**config.mk**
```make
export PLATFORM = sky130hd
export DESIGN_NAME = comparator_event_control
export DESIGN_NICKNAME = d
export VERILOG_FILES = /design/src/cmp_pkg.sv /design/src/cmp_sync.sv /design/src/comparator_event_control.sv
export SDC_FILE = /design/constraint.sdc
export NUM_CORES = 1
export LEC_CHECK = 0
export ABC_AREA = 1
export BUFFER_PORTS_ARGS = -buffer_cell sky130_fd_sc_hd__buf_2
export CORE_MARGIN = 2
export CORE_UTILIZATION = 32
export CTS_CLUSTER_DIAMETER = 50
export CTS_CLUSTER_SIZE = 12
export DETAILED_ROUTE_END_ITERATION = 6
export PLACE_DENSITY = 0.57
export SLEW_MARGIN = 20
export SYNTH_ARGS = -nofsm -noshare
export SYNTH_HDL_FRONTEND = slang
export SYNTH_HIERARCHICAL = 1
export SYNTH_SLANG_ARGS = --single-unit
```
**constraint.sdc**
```tcl
create_clock -name sys_clk -period 1.73 [get_ports sys_clk]
set_input_delay 0.346 -clock sys_clk [delete_from_list [all_inputs] [get_ports sys_clk]]
set_output_delay 0.346 -clock sys_clk [all_outputs]
set_load 0.05 [all_outputs]
```
**src/cmp_pkg.sv**
```systemverilog
package cmp_pkg;

  // I/O-space register offsets
  localparam logic [5:0] CTRL_STATUS_OFFSET = 6'h08;
  localparam logic [5:0] SFIO_OFFSET        = 6'h20;

  // Control and status register bit positions; the mux enable bit is in the special register
  localparam int POWER_OFF_BIT      = 7;
  localparam int BANDGAP_BIT        = 6;
  localparam int OUTPUT_STATUS_BIT  = 5;
  localparam int IRQ_FLAG_BIT       = 4;
  localparam int IRQ_ENABLE_BIT     = 3;
  localparam int CAPTURE_ROUTE_BIT  = 2;
  localparam int MODE_HI_BIT        = 1;
  localparam int MODE_LO_BIT        = 0;
  localparam int NEG_MUX_ENABLE_BIT = 3;

  // Reset values
  localparam logic [7:0] CTRL_STATUS_RESET = 8'h00;
  localparam logic [7:0] SFIO_RESET        = 8'h00;

  // Synchroniser depth in cycles
  localparam int SYNC_STAGES = 2;

  // Interrupt mode encodings
  typedef enum logic [1:0] {
    MODE_TOGGLE   = 2'h0,
    MODE_RESERVED = 2'h1,
    MODE_FALLING  = 2'h2,
    MODE_RISING   = 2'h3
  } irq_mode_type;

  // Software-written control fields
  typedef struct packed {
    logic         power_off;
    logic         bandgap_select;
    logic         irq_enable;
    logic         capture_route_enable;
    irq_mode_type irq_mode;
  } cmp_ctrl_type;

  // Analog selection steering toward the front end
  typedef struct packed {
    logic       power_off;
    logic       pos_bandgap;
    logic       neg_from_mux;
    logic [2:0] neg_channel;
  } analog_sel_type;

endpackage : cmp_pkg

```
**src/cmp_sync.sv**
```systemverilog
`timescale 1ns/100ps
module cmp_sync (
  // Clock and control
  input  wire logic sys_clk,
  input  wire logic rst_n,
  input  wire logic clk_en,
  // Data
  input  wire logic async_in,
  output logic      sync_out
);
  import cmp_pkg::*;

  logic [SYNC_STAGES-1:0] stage_reg;

  // Two-stage synchroniser; only the last stage is read outside
  always_ff @(posedge sys_clk) begin
    if (!rst_n) begin
      stage_reg <= '0;
    end else if (clk_en) begin
      stage_reg <= {stage_reg[SYNC_STAGES-2:0], async_in};
    end
  end

  assign sync_out = stage_reg[SYNC_STAGES-1];

endmodule : cmp_sync

```
**src/comparator_event_control.sv**
```systemverilog
`timescale 1ns/100ps
// Contract
// - Raw comparator result is synchronised; status lags by one to two cycles.
// - Mux enable with converter off picks converter input 0-7 as negative input.
// - Bandgap select routes bandgap to positive input, else the positive pin.
// - Power-off bit one removes comparator power; zero restores operation.
// - Flag sets when synchronised output shows the selected event.
// - Mode 00 toggle, 01 reserved, 10 falling, 11 rising.
// - Request only while flag, enable and global interrupt enable all set.
// - Flag clears on vector acknowledge or software writing one to it.
// - Capture-route bit one drives output into timer capture; zero disconnects.
// - Comparator capture raises timer interrupt only with its mask bit set.
// - Synchronised output readable at bit 5; writes there have no effect.
// - Negative mux enable is read/write bit 3 of special register, reset zero.
// - Converter counts as on only while its enable bit is set.
module comparator_event_control (
  // Clock and control
  input  wire logic                    sys_clk,
  input  wire logic                    rst_n,
  input  wire logic                    clk_en,
  // I/O register port
  input  wire logic [5:0]              io_addr,
  input  wire logic                    io_wr,
  input  wire logic                    io_rd,
  input  wire logic [7:0]              io_wdata,
  output logic      [7:0]              io_rdata,
  // Analog comparator and surroundings
  input  wire logic                    cmp_raw,
  input  wire logic                    converter_enable,
  input  wire logic [2:0]              channel_select_low,
  output cmp_pkg::analog_sel_type      analog_sel,
  // Processor interrupt
  input  wire logic                    global_irq_enable,
  input  wire logic                    irq_ack,
  output logic                         cmp_irq_req,
  // Timer capture front end
  input  wire logic                    timer_capture_irq_enable,
  output logic                         capture_in,
  output logic                         capture_irq_allowed
);
  import cmp_pkg::*;

  cmp_ctrl_type ctrl_reg;
  logic         neg_mux_enable_reg;
  logic         cmp_irq_flag_reg;
  logic         cmp_sync_out;
  logic         cmp_output_status_reg;
  logic         event_hit;
  logic         wr_ctrl;
  logic         wr_sfio;

  // Address decode for the two I/O registers
  function automatic logic addr_hit(input logic [5:0] a, input logic [5:0] off);
    addr_hit = (a == off);
  endfunction : addr_hit

  // Control and status word as software reads it
  function automatic logic [7:0] ctrl_word(input cmp_ctrl_type c, input logic flag, input logic status);
    ctrl_word = {c.power_off, c.bandgap_select, status, flag,
                 c.irq_enable, c.capture_route_enable, c.irq_mode};
  endfunction : ctrl_word

  assign wr_ctrl = io_wr && addr_hit(io_addr, CTRL_STATUS_OFFSET);
  assign wr_sfio = io_wr && addr_hit(io_addr, SFIO_OFFSET);

  // Comparator output synchroniser
  cmp_sync u_sync (
    .sys_clk  (sys_clk),
    .rst_n    (rst_n),
    .clk_en   (clk_en),
    .async_in (cmp_raw),
    .sync_out (cmp_sync_out)
  );

  // Previous synchronised value for edge detection
  always_ff @(posedge sys_clk) begin
    if (!rst_n) begin
      cmp_output_status_reg <= 1'b0;
    end else if (clk_en) begin
      cmp_output_status_reg <= cmp_sync_out;
    end
  end

  // Edge detect against the previous cycle, per mode
  always_comb begin
    case (ctrl_reg.irq_mode)
      MODE_TOGGLE:   event_hit = cmp_sync_out != cmp_output_status_reg;
      MODE_FALLING:  event_hit = !cmp_sync_out && cmp_output_status_reg;
      MODE_RISING:   event_hit = cmp_sync_out && !cmp_output_status_reg;
      MODE_RESERVED: event_hit = 1'b0;
      default:       event_hit = 1'b0;
    endcase
  end

  // Control fields; status bit 5 is not stored
  always_ff @(posedge sys_clk) begin
    if (!rst_n) begin
      ctrl_reg <= cmp_ctrl_type'({CTRL_STATUS_RESET[7:6], CTRL_STATUS_RESET[3:0]});
    end else if (clk_en && wr_ctrl) begin
      ctrl_reg.power_off            <= io_wdata[POWER_OFF_BIT];
      ctrl_reg.bandgap_select       <= io_wdata[BANDGAP_BIT];
      ctrl_reg.irq_enable           <= io_wdata[IRQ_ENABLE_BIT];
      ctrl_reg.capture_route_enable <= io_wdata[CAPTURE_ROUTE_BIT];
      ctrl_reg.irq_mode             <= irq_mode_type'({io_wdata[MODE_HI_BIT], io_wdata[MODE_LO_BIT]});
    end
  end

  // Multiplexer enable in the special-function register
  always_ff @(posedge sys_clk) begin
    if (!rst_n) begin
      neg_mux_enable_reg <= SFIO_RESET[NEG_MUX_ENABLE_BIT];
    end else if (clk_en && wr_sfio) begin
      neg_mux_enable_reg <= io_wdata[NEG_MUX_ENABLE_BIT];
    end
  end

  // Sticky flag: event wins over any clear
  always_ff @(posedge sys_clk) begin
    if (!rst_n) begin
      cmp_irq_flag_reg <= 1'b0;
    end else if (clk_en) begin
      if (event_hit) begin
        cmp_irq_flag_reg <= 1'b1;
      end else if (irq_ack || (wr_ctrl && io_wdata[IRQ_FLAG_BIT])) begin
        cmp_irq_flag_reg <= 1'b0;
      end
    end
  end

  // Analog steering toward the front end
  always_ff @(posedge sys_clk) begin
    if (!rst_n) begin
      analog_sel <= '0;
    end else if (clk_en) begin
      analog_sel.power_off    <= ctrl_reg.power_off;
      analog_sel.pos_bandgap  <= ctrl_reg.bandgap_select;
      analog_sel.neg_from_mux <= neg_mux_enable_reg && !converter_enable;
      analog_sel.neg_channel  <= channel_select_low;
    end
  end

  // Comparator interrupt request toward the processor
  always_ff @(posedge sys_clk) begin
    if (!rst_n) begin
      cmp_irq_req <= 1'b0;
    end else if (clk_en) begin
      cmp_irq_req <= cmp_irq_flag_reg && ctrl_reg.irq_enable && global_irq_enable;
    end
  end

  // Route into the timer capture front end
  always_ff @(posedge sys_clk) begin
    if (!rst_n) begin
      capture_in          <= 1'b0;
      capture_irq_allowed <= 1'b0;
    end else if (clk_en) begin
      capture_in          <= ctrl_reg.capture_route_enable && cmp_sync_out;
      capture_irq_allowed <= ctrl_reg.capture_route_enable && timer_capture_irq_enable;
    end
  end

  // Registered read data; unmapped addresses read zero
  always_ff @(posedge sys_clk) begin
    if (!rst_n) begin
      io_rdata <= 8'h00;
    end else if (clk_en) begin
      if (io_rd && addr_hit(io_addr, CTRL_STATUS_OFFSET)) begin
        io_rdata <= ctrl_word(ctrl_reg, cmp_irq_flag_reg, cmp_sync_out);
      end else if (io_rd && addr_hit(io_addr, SFIO_OFFSET)) begin
        io_rdata <= {4'h0, neg_mux_enable_reg, 3'h0};
      end else begin
        io_rdata <= 8'h00;
      end
    end
  end

  // Assertions on the interrupt path
  req_gate_a: assert property (@(posedge sys_clk) disable iff (!rst_n)
    clk_en ##1 cmp_irq_req |-> $past(cmp_irq_flag_reg) && $past(ctrl_reg.irq_enable) && $past(global_irq_enable))
    else $error("irq request without flag and enable");

  req_on_a: assert property (@(posedge sys_clk) disable iff (!rst_n)
    clk_en && cmp_irq_flag_reg && ctrl_reg.irq_enable && global_irq_enable |=> cmp_irq_req)
    else $error("irq request missing");

  req_off_a: assert property (@(posedge sys_clk) disable iff (!rst_n)
    clk_en && !global_irq_enable |=> !cmp_irq_req)
    else $error("irq request without global enable");

  flag_set_a: assert property (@(posedge sys_clk) disable iff (!rst_n)
    clk_en && event_hit |=> cmp_irq_flag_reg)
    else $error("event did not set flag");

  flag_hold_a: assert property (@(posedge sys_clk) disable iff (!rst_n)
    clk_en && !event_hit && !irq_ack && !(wr_ctrl && io_wdata[IRQ_FLAG_BIT]) |=> $stable(cmp_irq_flag_reg))
    else $error("flag changed without cause");

  flag_freeze_a: assert property (@(posedge sys_clk) disable iff (!rst_n)
    !clk_en |=> $stable(cmp_irq_flag_reg))
    else $error("flag moved while frozen");

  flag_clear_a: assert property (@(posedge sys_clk) disable iff (!rst_n)
    clk_en && irq_ack && !event_hit |=> !cmp_irq_flag_reg)
    else $error("ack did not clear flag");

  sw_clear_a: assert property (@(posedge sys_clk) disable iff (!rst_n)
    clk_en && wr_ctrl && io_wdata[IRQ_FLAG_BIT] && !event_hit |=> !cmp_irq_flag_reg)
    else $error("write one did not clear flag");

  // Assertions on edge selection
  reserved_mode_a: assert property (@(posedge sys_clk) disable iff (!rst_n)
    ctrl_reg.irq_mode == MODE_RESERVED |-> !event_hit)
    else $error("reserved mode raised event");

  rising_edge_a: assert property (@(posedge sys_clk) disable iff (!rst_n)
    ctrl_reg.irq_mode == MODE_RISING && event_hit |-> cmp_sync_out && !cmp_output_status_reg)
    else $error("rising mode fired on wrong edge");

  falling_edge_a: assert property (@(posedge sys_clk) disable iff (!rst_n)
    ctrl_reg.irq_mode == MODE_FALLING && event_hit |-> !cmp_sync_out && cmp_output_status_reg)
    else $error("falling mode fired on wrong edge");

  toggle_edge_a: assert property (@(posedge sys_clk) disable iff (!rst_n)
    ctrl_reg.irq_mode == MODE_TOGGLE |-> event_hit == (cmp_sync_out != cmp_output_status_reg))
    else $error("toggle mode missed a change");

  status_lag_a: assert property (@(posedge sys_clk) disable iff (!rst_n)
    $past(rst_n) && $past(clk_en) && clk_en ##1 clk_en ##1 clk_en |-> cmp_output_status_reg == $past(cmp_raw, 3))
    else $error("status lag wrong");

  // Assertions on the register port
  status_ro_a: assert property (@(posedge sys_clk) disable iff (!rst_n)
    clk_en && io_rd && addr_hit(io_addr, CTRL_STATUS_OFFSET) |=>
      io_rdata == ctrl_word($past(ctrl_reg), $past(cmp_irq_flag_reg), $past(cmp_sync_out)))
    else $error("status read wrong");

  sfio_read_a: assert property (@(posedge sys_clk) disable iff (!rst_n)
    clk_en && io_rd && addr_hit(io_addr, SFIO_OFFSET) |=> io_rdata == {4'h0, $past(neg_mux_enable_reg), 3'h0})
    else $error("mux enable read wrong");

  idle_read_a: assert property (@(posedge sys_clk) disable iff (!rst_n)
    clk_en && !io_rd |=> io_rdata == 8'h00)
    else $error("read data without strobe");

  mux_write_a: assert property (@(posedge sys_clk) disable iff (!rst_n)
    clk_en && wr_sfio |=> neg_mux_enable_reg == $past(io_wdata[NEG_MUX_ENABLE_BIT]))
    else $error("mux enable write lost");

  power_write_a: assert property (@(posedge sys_clk) disable iff (!rst_n)
    clk_en && wr_ctrl |=> ctrl_reg.power_off == $past(io_wdata[POWER_OFF_BIT]))
    else $error("power off write lost");

  enable_write_a: assert property (@(posedge sys_clk) disable iff (!rst_n)
    clk_en && wr_ctrl |=> ctrl_reg.irq_enable == $past(io_wdata[IRQ_ENABLE_BIT]))
    else $error("irq enable write lost");

  route_write_a: assert property (@(posedge sys_clk) disable iff (!rst_n)
    clk_en && wr_ctrl |=> ctrl_reg.capture_route_enable == $past(io_wdata[CAPTURE_ROUTE_BIT]))
    else $error("capture route write lost");

  mode_write_a: assert property (@(posedge sys_clk) disable iff (!rst_n)
    clk_en && wr_ctrl |=> 2'(ctrl_reg.irq_mode) == $past({io_wdata[MODE_HI_BIT], io_wdata[MODE_LO_BIT]}))
    else $error("mode write lost");

  ctrl_freeze_a: assert property (@(posedge sys_clk) disable iff (!rst_n)
    !clk_en |=> $stable(ctrl_reg))
    else $error("control moved while frozen");

  // Assertions on analog steering and capture
  neg_mux_a: assert property (@(posedge sys_clk) disable iff (!rst_n)
    clk_en && neg_mux_enable_reg && converter_enable |=> !analog_sel.neg_from_mux)
    else $error("mux borrowed while converter on");

  neg_mux_on_a: assert property (@(posedge sys_clk) disable iff (!rst_n)
    clk_en && neg_mux_enable_reg && !converter_enable |=>
      analog_sel.neg_from_mux && analog_sel.neg_channel == $past(channel_select_low))
    else $error("mux not borrowed while converter off");

  bandgap_a: assert property (@(posedge sys_clk) disable iff (!rst_n)
    clk_en |=> analog_sel.pos_bandgap == $past(ctrl_reg.bandgap_select))
    else $error("bandgap select not followed");

  power_off_a: assert property (@(posedge sys_clk) disable iff (!rst_n)
    clk_en |=> analog_sel.power_off == $past(ctrl_reg.power_off))
    else $error("power off not followed");

  capture_off_a: assert property (@(posedge sys_clk) disable iff (!rst_n)
    clk_en && !ctrl_reg.capture_route_enable |=> !capture_in)
    else $error("capture driven while disconnected");

  capture_on_a: assert property (@(posedge sys_clk) disable iff (!rst_n)
    clk_en && ctrl_reg.capture_route_enable |=> capture_in == $past(cmp_sync_out))
    else $error("capture not following output");

  cap_irq_a: assert property (@(posedge sys_clk) disable iff (!rst_n)
    clk_en |=> capture_irq_allowed == ($past(ctrl_reg.capture_route_enable) && $past(timer_capture_irq_enable)))
    else $error("capture irq without mask");

  // Main scenarios
  toggle_c:  cover property (@(posedge sys_clk) ctrl_reg.irq_mode == MODE_TOGGLE && event_hit);
  falling_c: cover property (@(posedge sys_clk) ctrl_reg.irq_mode == MODE_FALLING && event_hit);
  req_c:     cover property (@(posedge sys_clk) cmp_irq_req);
  capture_c: cover property (@(posedge sys_clk) capture_in);
  ack_c:     cover property (@(posedge sys_clk) irq_ack && cmp_irq_flag_reg);

endmodule : comparator_event_control

```
After elaboration in Yosys (flattened, before gate mapping)
Index checks and enable logic that the tools add are counted. W data, S select, Z words.

Eq/ne operators: 6. Mux-type cells: 5. Reductions and logical operators: 21.

Operators by type and width (count): $logic_and A1 B1 Y1 (14); $mux W8 (1); $eq A6 B4 Y1 const B (1); $eq A6 B6 Y1 const B (1); $eq A2 B2 Y1 const B (2); $mux W4 (1); $pmux W1 S4 (1); $logic_not A1 Y1 (3); $eq A2 B1 Y1 const B (1); $logic_not A2 Y1 (1); $mux W1 (2); $reduce_and A2 Y1 (1); $reduce_bool A2 Y1 (1); $logic_or A1 B1 Y1 (1); $ne A1 B1 Y1 (1).

Bits in registers: 28. Output and inout bits: 17.

Logic depth before layout (Yosys ltp)
Gate-level depths: netlist of the first run.

Depth in word-level cells: 6. Depth in mapped cells: 7. Gate-level depth less buffers: 7.

Cells and area by module
The synthesis of the first run kept the hierarchy.

Modules (own cells, without submodules): comparator_event_control (times used 1, cells each 153, area each 1124.8 µm²); cmp_sync (times used 1, cells each 12, area each 80.1 µm²).

Worst setup path after synthesis of the first run
No wires, ideal clock.

Kind: register to register. Start point: register u_sync.stage_reg[1]. End point: register cmp_irq_flag_reg. Arrival time: 1013 ps. Path slack: 647 ps. Stages on the path, launching flop included: 8. Period minus slack after synthesis: 1083 ps. Cells stage by stage: dfxtp_1 -> inv_1 -> ha_1 -> nor2_1 -> nand2_1 -> o21ai_0 -> nand2_1 -> a21oi_1.

Longest elaborated chain between the ends: 5. Elaborated cells between the ends (all ways): 8. Classes of those cells: eq/ne: 1; mux: 2; reduce/logical: 5.

Ends and longest elaborated chain: start, declared (line cmp_sync.sv:13) `logic [SYNC_STAGES-1:0] stage_reg;`; start signal, assigned (line cmp_sync.sv:20) `stage_reg <= {stage_reg[SYNC_STAGES-2:0], async_in};`; $logic_not A1 Y1 (line comparator_event_control.sv:88) `MODE_FALLING: event_hit = !cmp_sync_out && cmp_output_status_reg;`; $logic_and A1 B1 Y1 (line comparator_event_control.sv:88); $pmux W1 S4 * (line comparator_event_control.sv:86) `case (ctrl_reg.irq_mode)`; $reduce_bool A2 Y1 (no source line); $reduce_and A2 Y1 (no source line); end signal, assigned (line comparator_event_control.sv:120) `cmp_irq_flag_reg <= 1'b0;`; end signal, assigned (line comparator_event_control.sv:123) `cmp_irq_flag_reg <= 1'b1;`; end signal, assigned (line comparator_event_control.sv:125) `cmp_irq_flag_reg <= 1'b0;`; end, declared (line comparator_event_control.sv:45) `logic cmp_irq_flag_reg;`.

Mark *: on every way between the ends. The rest lies on a longest branch, timed or not. A chain may end at the register's enable or synchronous reset.

Final worst setup path of the first run
Start point: register io_rdata[1]. End point: output port io_rdata[1].

RTL lines: start, declared (line comparator_event_control.sv:26) `output logic [7:0] io_rdata,`; start signal, assigned (line comparator_event_control.sv:168) `io_rdata <= ctrl_word(ctrl_reg, cmp_irq_flag_reg, cmp_sync_out);`; start signal, assigned (line comparator_event_control.sv:170) `io_rdata <= {4'h0, neg_mux_enable_reg, 3'h0};`.

No word-level cell between the ends.

==> results of run 1 <==
[synthesized netlist by cell type, types with 2 or more instances]
cell type                  number  area [µm²]
sky130_fd_sc_hd__nor2_2         2        12.5
sky130_fd_sc_hd__dfxtp_1       28         561
sky130_fd_sc_hd__inv_1         15        56.3
sky130_fd_sc_hd__nand2_2        2        12.5
sky130_fd_sc_hd__inv_2          3        11.3
sky130_fd_sc_hd__nand2_1       35         131
sky130_fd_sc_hd__clkbuf_1       2        7.51
sky130_fd_sc_hd__a21oi_1       15        75.1
sky130_fd_sc_hd__o21ai_0       14        70.1
sky130_fd_sc_hd__nor2_1        33         124
sky130_fd_sc_hd__ha_1           2        25.0
[final cells by class]
type / count / area [µm²] / area share (%)
clock inverter: 1 / 30.0 / 1.97
timing repair buffer: 43 / 218 / 14.3
sequential: 28 / 561 / 36.8
tap: 48 / 60.1 / 3.94
clock buffer: 3 / 41.3 / 2.71
multi-input combinational: 113 / 541 / 35.5
inverter: 19 / 72.6 / 4.77
[path summary, 6_finish.rpt]
path,to,slack (ps),start
max,io_rdata[1],510,io_rdata[1]
min,analog_sel[0],290,channel_select_low[0]
max reg2reg,cmp_irq_flag_reg,540,u_sync/stage_reg[1]
min reg2reg,capture_irq_allowed,470,capture_irq_allowed
[cells by family (layout without fill, tap and decap cells)]
| kind of cell | Yosys count | after routing | share of synthesized area [%] |
|---|---|---|---|
| compound gates | 32 | 32 | 13.8 |
| fa+ha+maj | 2 | 2 | 2.08 |
| buf+inv | 24 | 66 | 8.62 |
| flops | 28 | 28 | 46.5 |
| simple gates | 79 | 79 | 29.0 |
[routing by layer]
metal  track usage, %  vias to the layer above
li1                 -                      601
met3             4.11                        2
met2             25.3                       24
met5                0                        -
met1             15.9                      485
met4             3.13                        0
[metrics by stage]
stage               setup slack, ps  instance area, µm²  std cells
finish                          505                1520        255
global route                    426                1520        255
CTS                             489                1520        255
detailed placement              482                1450        251
global placement                491                1450        251
floorplan                       647                1200        165
[power by group]
part	switching (mW)	internal, mW	total, mW
Clock	0.200	0.310	0.510
Sequential	0.00737	0.658	0.666
Combinational	0.0942	0.0476	0.142
Total	0.302	1.02	1.32
==> parameters.txt, run 1 <==
Parameter                              Value

Status
  Status ... complete, no violations

Route
  Met1 wire length ... 1220 µm
  Uppermost routed layer ... met4
  Total DRC errors in the routed layout ... 0
  Number of vias per cell ... 4.36
  Violation count after the first detailed-routing iteration ... 31
  DR WL/cell ... 10.3 µm
  Final Routed Wirelength ... 2620 µm
  Detail Route met2 WL ... 1240 µm
  Total via count after detailed routing ... 1112
  Remaining antenna violation count after routing ... 0
  Routed wire length on met3 ... 141 µm
  Total iterations of the first detailed-routing run ... 4

Placement
  Global placement routability congestion ... 0.768
  Number of buffers added on ports ... 42
  Half-perimeter wire length after detailed placement ... 1960 µm

STA
  Crit share post-route ... 70.8%
  Final setup skew ... 7.31 ps
  Pin slew with the least headroom to its limit ... 401 ps
  Timing-limited maximum frequency ... 0.816 GHz
  Setup TNS ... 0 ps
  Number of failing setup endpoints in the final timing report ... 0
  Number of max-slew violations in the final report ... 0
  Count of endpoints failing hold in the final timing report ... 0
  Smallest hold slack ... 294 ps
  Relative slew slack ... 73.3%
  RSZ-0062 raised after global routing ... false
  Final worst path period need ... 1220 ps

Finish
  Fraction of layout instances using a drive strength above 1 ... 28.5%
  Largest register FFs ... 8
  Diodes inserted ... 0
  Share of the core filled with cells in the final layout ... 41.9%
  Leading cell types in the layout, fill and taps excluded ... sky130_fd_sc_hd__buf_2, sky130_fd_sc_hd__nand2_1, sky130_fd_sc_hd__nor2_1, sky130_fd_sc_hd__dfxtp_1
  Fill cell instance count of the final layout ... 419
  Post-layout nets ... 237
  Signed area change from the synthesized netlist to the final layout ... 26.4%
  Most common cell after layout, fill and taps aside ... sky130_fd_sc_hd__buf_2

Floorplan
  Core region area ... 3630 µm²
  # IOs ... 44
  Die Area ... 4270 µm²
  Number of placement rows ... 22
  Die width ... 65.4 µm
  Initial Util ... 33.2%
  Die extent in y ... 65.4 µm

Clocking
  Number of H-tree branching levels ... 1
  Register clock-pin slew on the reported worst setup and hold paths ... 100 ps
  Maximum buffer depth of the clock tree ... 2
  Post-CTS setup-driven buffer insertion count ... 0
  Number of buffers created by CTS ... 3
  Clock Sink Count ... 28
  Total of cells resized after clock tree synthesis ... 0
  CTS tree ... built
  Cts hold-fix bufs ... 0
  Root buffer selected by CTS ... sky130_fd_sc_hd__clkbuf_8
  Clock latency reported for the late side of the worst-skew pair ... 270 ps

Power and ir drop
  Leakage power summed over all cells ... 0.744 nW
  Power density over the cells ... 865 nW/µm²
  Maximum VDD drop ... 0.591 mV
  Sum of internal, switching and leakage power ... 1.32 mW

Worst setup path
  Kind of cell adding the most delay to the critical path ... flip-flops
  Crit path cell chain ... buf_2
  Classification of the worst setup path ... register to output pin
  Critical Path RT ... 1380 ps
  Data arrival time of the critical path ... 880 ps
  Largest stage delay on the critical path ... 340 ps
  Stages on worst setup path ... 1
  Critical path launch point type ... register
  Number of buffer and inverter stages on the critical path ... 1
  Nature of the critical path endpoint ... output pin
  Cells on worst reg2reg path ... 7
  Cell type of the slowest stage on the worst timing path ... sky130_fd_sc_hd__dfxtp_1
  Largest fanout of any net on the critical path ... 2

Global routing
  Vias in the first global route ... 1096
  Combined global-route utilization of all metal layers ... 13.9%
  Antenna violations before repair ... 0
  Global-route wire length before repair ... 4640 µm
  GRT overflow ... 0
  Largest net degree at the start of global routing ... 19

Synthesis
  Synthesized instance count ... 165
  Post-Synthesis Cell Area ... 1200 µm²
  Average instance area after synthesis ... 7.30 µm²
  Synth Warn # ... 6
  Main flop type after synthesis ... sky130_fd_sc_hd__dfxtp_1
  Portion of the post-synthesis area used by sequential elements ... 46.5%
  Count of flip-flops with a built-in enable after synthesis ... 0
  Flops & latches, synth ... 28
  Post-Syn Nets ... 194
  Number of distinct standard cells referenced by the synthesized netlist ... 25
  Fraction of synthesis flops using an asynchronous set or reset pin ... 0%

Flow run
  Max-cap check violation count ... 0

Min path
  Worst Hold Depth ... 3
  Hold crit path type ... primary input to register
Power figures use the tool's default switching activity.
==> inputs of run 2 (changes only) <==
- PLACE_DENSITY: 0.57 -> 0.59
- clock period: 1.73 -> 1.05 ns (I/O delays scaled with it)
==> parameters.txt, run 2 (synthesized netlist as in run 1, its figures left out) <==
Parameter                              Value

Power and ir drop
  Sum of internal, switching and leakage power ... 2.03 mW
  Clk network pwr share ... 32.6%
  Share of total power consumed by net switching ... 24.7%
  Seq pwr share ... 54.1%
  Power density over the cells ... 1240 nW/µm²
  Combinational power share ... 13.3%
  Switching power ... 502 µW
  Maximum VDD drop ... 0.935 mV
  Internal ... 1.53 mW
  Leakage power summed over all cells ... 0.771 nW

Route
  Remaining antenna violation count after routing ... 0
  Total iterations of the first detailed-routing run ... 5
  DR WL/cell ... 10.3 µm
  Number of vias per cell ... 4.35
  Total DRC errors in the routed layout ... 0
  Final Routed Wirelength ... 2680 µm
  Total via count after detailed routing ... 1136
  Violation count after the first detailed-routing iteration ... 50

Worst setup path
  Critical Path RT ... 1230 ps
  Classification of the worst setup path ... register to register
  Data arrival time of the critical path ... 1200 ps
  Largest fanout of any net on the critical path ... 3
  Cells on worst reg2reg path ... 6
  Critical path launch point type ... register
  Setup slack, reg-to-reg ... 20 ps
  Beginning of the worst register-to-register path ... u_sync/stage_reg[1]
  Reg-to-reg critical path endpoint ... cmp_irq_flag_reg
  Nature of the critical path endpoint ... register

Floorplan
  Number of placement rows ... 22
  Die extent in y ... 65.4 µm
  # IOs ... 44
  Die Area ... 4270 µm²
  Initial Util ... 33.2%
  Core region area ... 3630 µm²
  Die width ... 65.4 µm

STA
  Final worst path period need ... 1030 ps
  Slack of the critical path ... 22.0 ps
  Timing-limited maximum frequency ... 0.973 GHz
  Crit share post-route ... 97.9%
  Pin slew with the least headroom to its limit ... 278 ps
  Final setup skew ... 8.43 ps
  RSZ-0062 raised after global routing ... true
  Number of failing setup endpoints in the final timing report ... 0
  Setup TNS ... 0 ps
  Count of endpoints failing hold in the final timing report ... 0
  Number of max-slew violations in the final report ... 0
  Relative slew slack ... 81.4%

Clocking
  Cts hold-fix bufs ... 0
  Clock latency reported for the late side of the worst-skew pair ... 270 ps
  Number of buffers created by CTS ... 3
  Clock Sink Count ... 28
  Register clock-pin slew on the reported worst setup and hold paths ... 100 ps
  CTS tree ... built
  Maximum buffer depth of the clock tree ... 2
  Root buffer selected by CTS ... sky130_fd_sc_hd__clkbuf_8
  Number of H-tree branching levels ... 1
  Post-CTS setup-driven buffer insertion count ... 0

Global routing
  Vias in the first global route ... 1127
  Antenna violations before repair ... 0
  Global-route wire length before repair ... 4700 µm
  Largest net degree at the start of global routing ... 17
  Combined global-route utilization of all metal layers ... 13.9%
  GRT overflow ... 0

Flow run
  Max-cap check violation count ... 0

Placement
  Half-perimeter wire length after detailed placement ... 2020 µm
  Global placement routability congestion ... 0.732
  Number of buffers added on ports ... 42
  Worst-case setup slack after placement ... -62.7 ps

Status
  Status ... complete, no violations

Finish
  Diodes inserted ... 0
  Fraction of layout instances using a drive strength above 1 ... 33.8%
  Register Area ... 564 µm²
  Most common cell after layout, fill and taps aside ... sky130_fd_sc_hd__nand2_1
  Fill cell instance count of the final layout ... 408
  Leading cell types in the layout, fill and taps excluded ... sky130_fd_sc_hd__nand2_1, sky130_fd_sc_hd__nor2_1, sky130_fd_sc_hd__dfxtp_1, sky130_fd_sc_hd__buf_2, sky130_fd_sc_hd__buf_4
  Multi-input logic area ... 559 µm²
  Post-layout nets ... 243
  Largest register FFs ... 8
  Signed area change from the synthesized netlist to the final layout ... 36.3%

Min path
  Worst Hold Depth ... 3
  End point of the worst hold path ... analog_sel[2]
  Hold_sp ... channel_select_low[2]
  Hold crit path type ... primary input to register
==> run 2: per-stage QoR <==
step / util (%) / hold slack, ps / area, µm² / std cells
after global placement: 41.2 / 433 / 1500 / 257
after floorplan: - / 330 / 1210 / 165
after global routing: 45.2 / 166 / 1640 / 261
final: 45.2 / 158 / 1640 / 261
after CTS: 44.4 / 154 / 1610 / 261
after detailed placement: 41.2 / 439 / 1500 / 257
==> run 2: layer usage <==
| layer | wire (µm) | global-route usage (%) | up-vias |
|---|---|---|---|
| li1 | - | - | 609 |
| met1 | 1310 | 18.6 | 491 |
| met2 | 1180 | 23.0 | 34 |
| met3 | 168 | 3.42 | 2 |
| met4 | 18 | 2.60 | 0 |
| met5 | 0 | 0 | - |
==> run 2: power groups by stage <==
stage / Clock, mW / Sequential, mW / Combinational, mW
finish: 0.661 / 1.10 / 0.270
global route: 0.718 / 1.10 / 0.302
CTS: 0.683 / 1.10 / 0.270
detailed placement: 0 / 1.12 / 0.257
global placement: 0 / 1.12 / 0.254
floorplan: 0 / 1.17 / 0.105
==> run 2: layout make-up <==
class	count	area share [%]
Timing Repair Buffer	49	20.2
Clock buffer	4	3.35
Inverter	19	4.42
Multi-Input combinational cell	113	34.0
Sequential cell	28	34.3
Tap cell	48	3.66
==> run 2: repair_timing <==
item	4_1_cts	5_1_grt
resized for setup	21	9
setup endpoints to repair	18	8
gates cloned	0	0
pin swaps	4	4
==> run 2: critical path: stages, from the launching register on <==
cell	delay [ps]
sky130_fd_sc_hd__dfxtp_2	340
sky130_fd_sc_hd__buf_4	130
sky130_fd_sc_hd__ha_1	190
sky130_fd_sc_hd__nor2_1	80
sky130_fd_sc_hd__o21ai_1	60
sky130_fd_sc_hd__nand2_1	80
sky130_fd_sc_hd__a21oi_2	50
==> run 2: worst max path at each step <==
stage | slack (ps) | startpoint | end
finish | 20 | u_sync/stage_reg[1] | cmp_irq_flag_reg
global route | -40 | u_sync/stage_reg[1] | cmp_irq_flag_reg
CTS | -10 | u_sync/stage_reg[1] | cmp_irq_flag_reg
detailed placement | -60 | io_addr[0] | ctrl_reg[5]
global placement | -40 | io_addr[0] | ctrl_reg[1]
floorplan | 3 | u_sync/stage_reg[1] | cmp_irq_flag_reg
==> inputs of run 3 (changes only) <==
- CORE_MARGIN: 2 -> 3
==> parameters.txt, run 3 (synthesized netlist as in run 1, its figures left out) <==
Parameter                              Value

Status
  Status ... complete, no violations

Clocking
  Register clock-pin slew on the reported worst setup and hold paths ... 90 ps
  Number of H-tree branching levels ... 1
  Number of buffers created by CTS ... 3
  Maximum buffer depth of the clock tree ... 2
  CTS tree ... built
  Clock Sink Count ... 28
  Root buffer selected by CTS ... sky130_fd_sc_hd__clkbuf_8
  Cts hold-fix bufs ... 0
  Clock latency reported for the late side of the worst-skew pair ... 270 ps
  Post-CTS setup-driven buffer insertion count ... 0

Worst setup path
  Data arrival time of the critical path ... 810 ps
  Critical Path RT ... 840 ps
  Reg-to-reg critical path endpoint ... cmp_irq_flag_reg
  Cells on worst reg2reg path ... 6
  Largest fanout of any net on the critical path ... 2
  Critical path launch point type ... register
  Beginning of the worst register-to-register path ... u_sync/stage_reg[1]
  Startpoint of the worst setup timing path ... capture_irq_allowed
  Largest stage delay on the critical path ... 360 ps
  Capture point of the worst path ... capture_irq_allowed
  Nature of the critical path endpoint ... output pin
  Classification of the worst setup path ... register to output pin
  Cell type of the slowest stage on the worst timing path ... sky130_fd_sc_hd__dfxtp_1
  Stages on worst setup path ... 1
  Setup slack, reg-to-reg ... 30 ps
  Number of buffer and inverter stages on the critical path ... 1
  Crit path cell chain ... buf_6
  Kind of cell adding the most delay to the critical path ... flip-flops

Finish
  Multi-input logic area ... 559 µm²
  Final std cell area, no fill ... 1670 µm²
  Most common cell after layout, fill and taps aside ... sky130_fd_sc_hd__nand2_1
  Signed area change from the synthesized netlist to the final layout ... 38.3%
  Fraction of layout instances using a drive strength above 1 ... 35.2%
  Post-layout nets ... 243
  Register Area ... 568 µm²
  Leading cell types in the layout, fill and taps excluded ... sky130_fd_sc_hd__nand2_1, sky130_fd_sc_hd__nor2_1, sky130_fd_sc_hd__buf_2, sky130_fd_sc_hd__dfxtp_1
  Fill cell instance count of the final layout ... 393
  Largest register FFs ... 8
  Diodes inserted ... 0
  Post-layout instance count excluding filler cells ... 259
  Share of the core filled with cells in the final layout ... 48.1%

Route
  Number of vias per cell ... 4.39
  Total iterations of the first detailed-routing run ... 4
  Total DRC errors in the routed layout ... 0
  Remaining antenna violation count after routing ... 0
  Total via count after detailed routing ... 1138
  Final Routed Wirelength ... 2800 µm
  Violation count after the first detailed-routing iteration ... 49
  DR WL/cell ... 10.8 µm

STA
  Relative slew slack ... 81.9%
  Number of max-slew violations in the final report ... 0
  Count of endpoints failing hold in the final timing report ... 0
  Smallest hold slack ... 162 ps
  Setup TNS ... 0 ps
  Final worst path period need ... 1020 ps
  RSZ-0062 raised after global routing ... true
  Pin slew with the least headroom to its limit ... 272 ps
  Timing-limited maximum frequency ... 0.978 GHz
  Crit share post-route ... 97.3%
  Number of failing setup endpoints in the final timing report ... 0
  Slack of the critical path ... 27.9 ps
  Final setup skew ... 4.77 ps

Placement
  Number of buffers added on ports ... 42
  Number of cells after detailed placement ... 255
  Half-perimeter wire length after detailed placement ... 2140 µm
  Area after detailed placement ... 1500 µm²
  Global placement routability congestion ... 0.714
  Worst-case setup slack after placement ... -85.5 ps

Floorplan
  Initial Util ... 34.7%
  Die extent in y ... 67.4 µm
  Die width ... 67.4 µm
  # IOs ... 44
  Number of placement rows ... 21
  Die Area ... 4540 µm²
  Core region area ... 3470 µm²

Global routing
  Vias in the first global route ... 1096
  Met3 track utilization from global routing ... 4.99%
  Largest net degree at the start of global routing ... 17
  GRT overflow ... 0
  Global routing met1 resource utilization ... 14.5%
  Met2 Track Usage GR ... 24.2%
  Antenna violations before repair ... 0
  Combined global-route utilization of all metal layers ... 13.6%
  Most used routing layer in global routing ... met2
  Global-route wire length before repair ... 4610 µm

Power and ir drop
  Leakage power summed over all cells ... 0.777 nW
  Maximum VDD drop ... 0.627 mV
  Power density over the cells ... 1220 nW/µm²
  Sum of internal, switching and leakage power ... 2.04 mW

Flow run
  Max-cap check violation count ... 0

Min path
  Hold crit path type ... primary input to register
run 3: cell types whose count changed in the layout (fill, tap and decap cells not counted):
cell,before,now
sky130_fd_sc_hd__dfxtp_2,3,6
sky130_fd_sc_hd__dfxtp_1,25,22
sky130_fd_sc_hd__buf_4,17,11
sky130_fd_sc_hd__buf_6,7,13
run 3: timing repair:
action                                 in CTS  in global routing
resized for setup                          21                 18
pin swaps                                   4                  2
endpoints found under the hold margin       0                  0
setup endpoints to repair                  18                 14
run 3: worst min-delay path by stage:
stage	start	end	slack [ps]	cells after the start
6_report	channel_select_low[0]	analog_sel[0]	160	3
4_1_cts	channel_select_low[2]	analog_sel[2]	160	3
5_1_grt	timer_capture_irq_enable	capture_irq_allowed	160	3
3_5_place_dp	channel_select_low[1]	analog_sel[1]	450	3
3_3_place_gp	channel_select_low[1]	analog_sel[1]	430	3
2_1_floorplan	rst_n	u_sync/stage_reg[0]	330	2
run 3: layout make-up:
cell class / count / area share [%]
multi-input cells: 113 / 33.6
inverters: 19 / 4.35
clock buffers: 4 / 3.30
repair buffers: 49 / 21.2
flip-flops and latches: 28 / 34.1
well taps: 46 / 3.45
run 3: power breakdown:
group	switching, mW	internal (mW)	total (mW)
clock	0.327	0.336	0.663
sequential	0.0146	1.09	1.10
combinational	0.162	0.111	0.273
total	0.503	1.53	2.04
run 3: per-layer routing:
layer | part of all wire, % | wire length, µm
met5 | 0 | 0
met4 | 1.6 | 44
met3 | 6.8 | 191
met2 | 48 | 1350
met1 | 43 | 1210
run 3: tightest hold or removal path, delay by kind of cell:
family,cells,cell delay (ps)
buffers and inverters,1,80
and+or+nand+nor,2,120
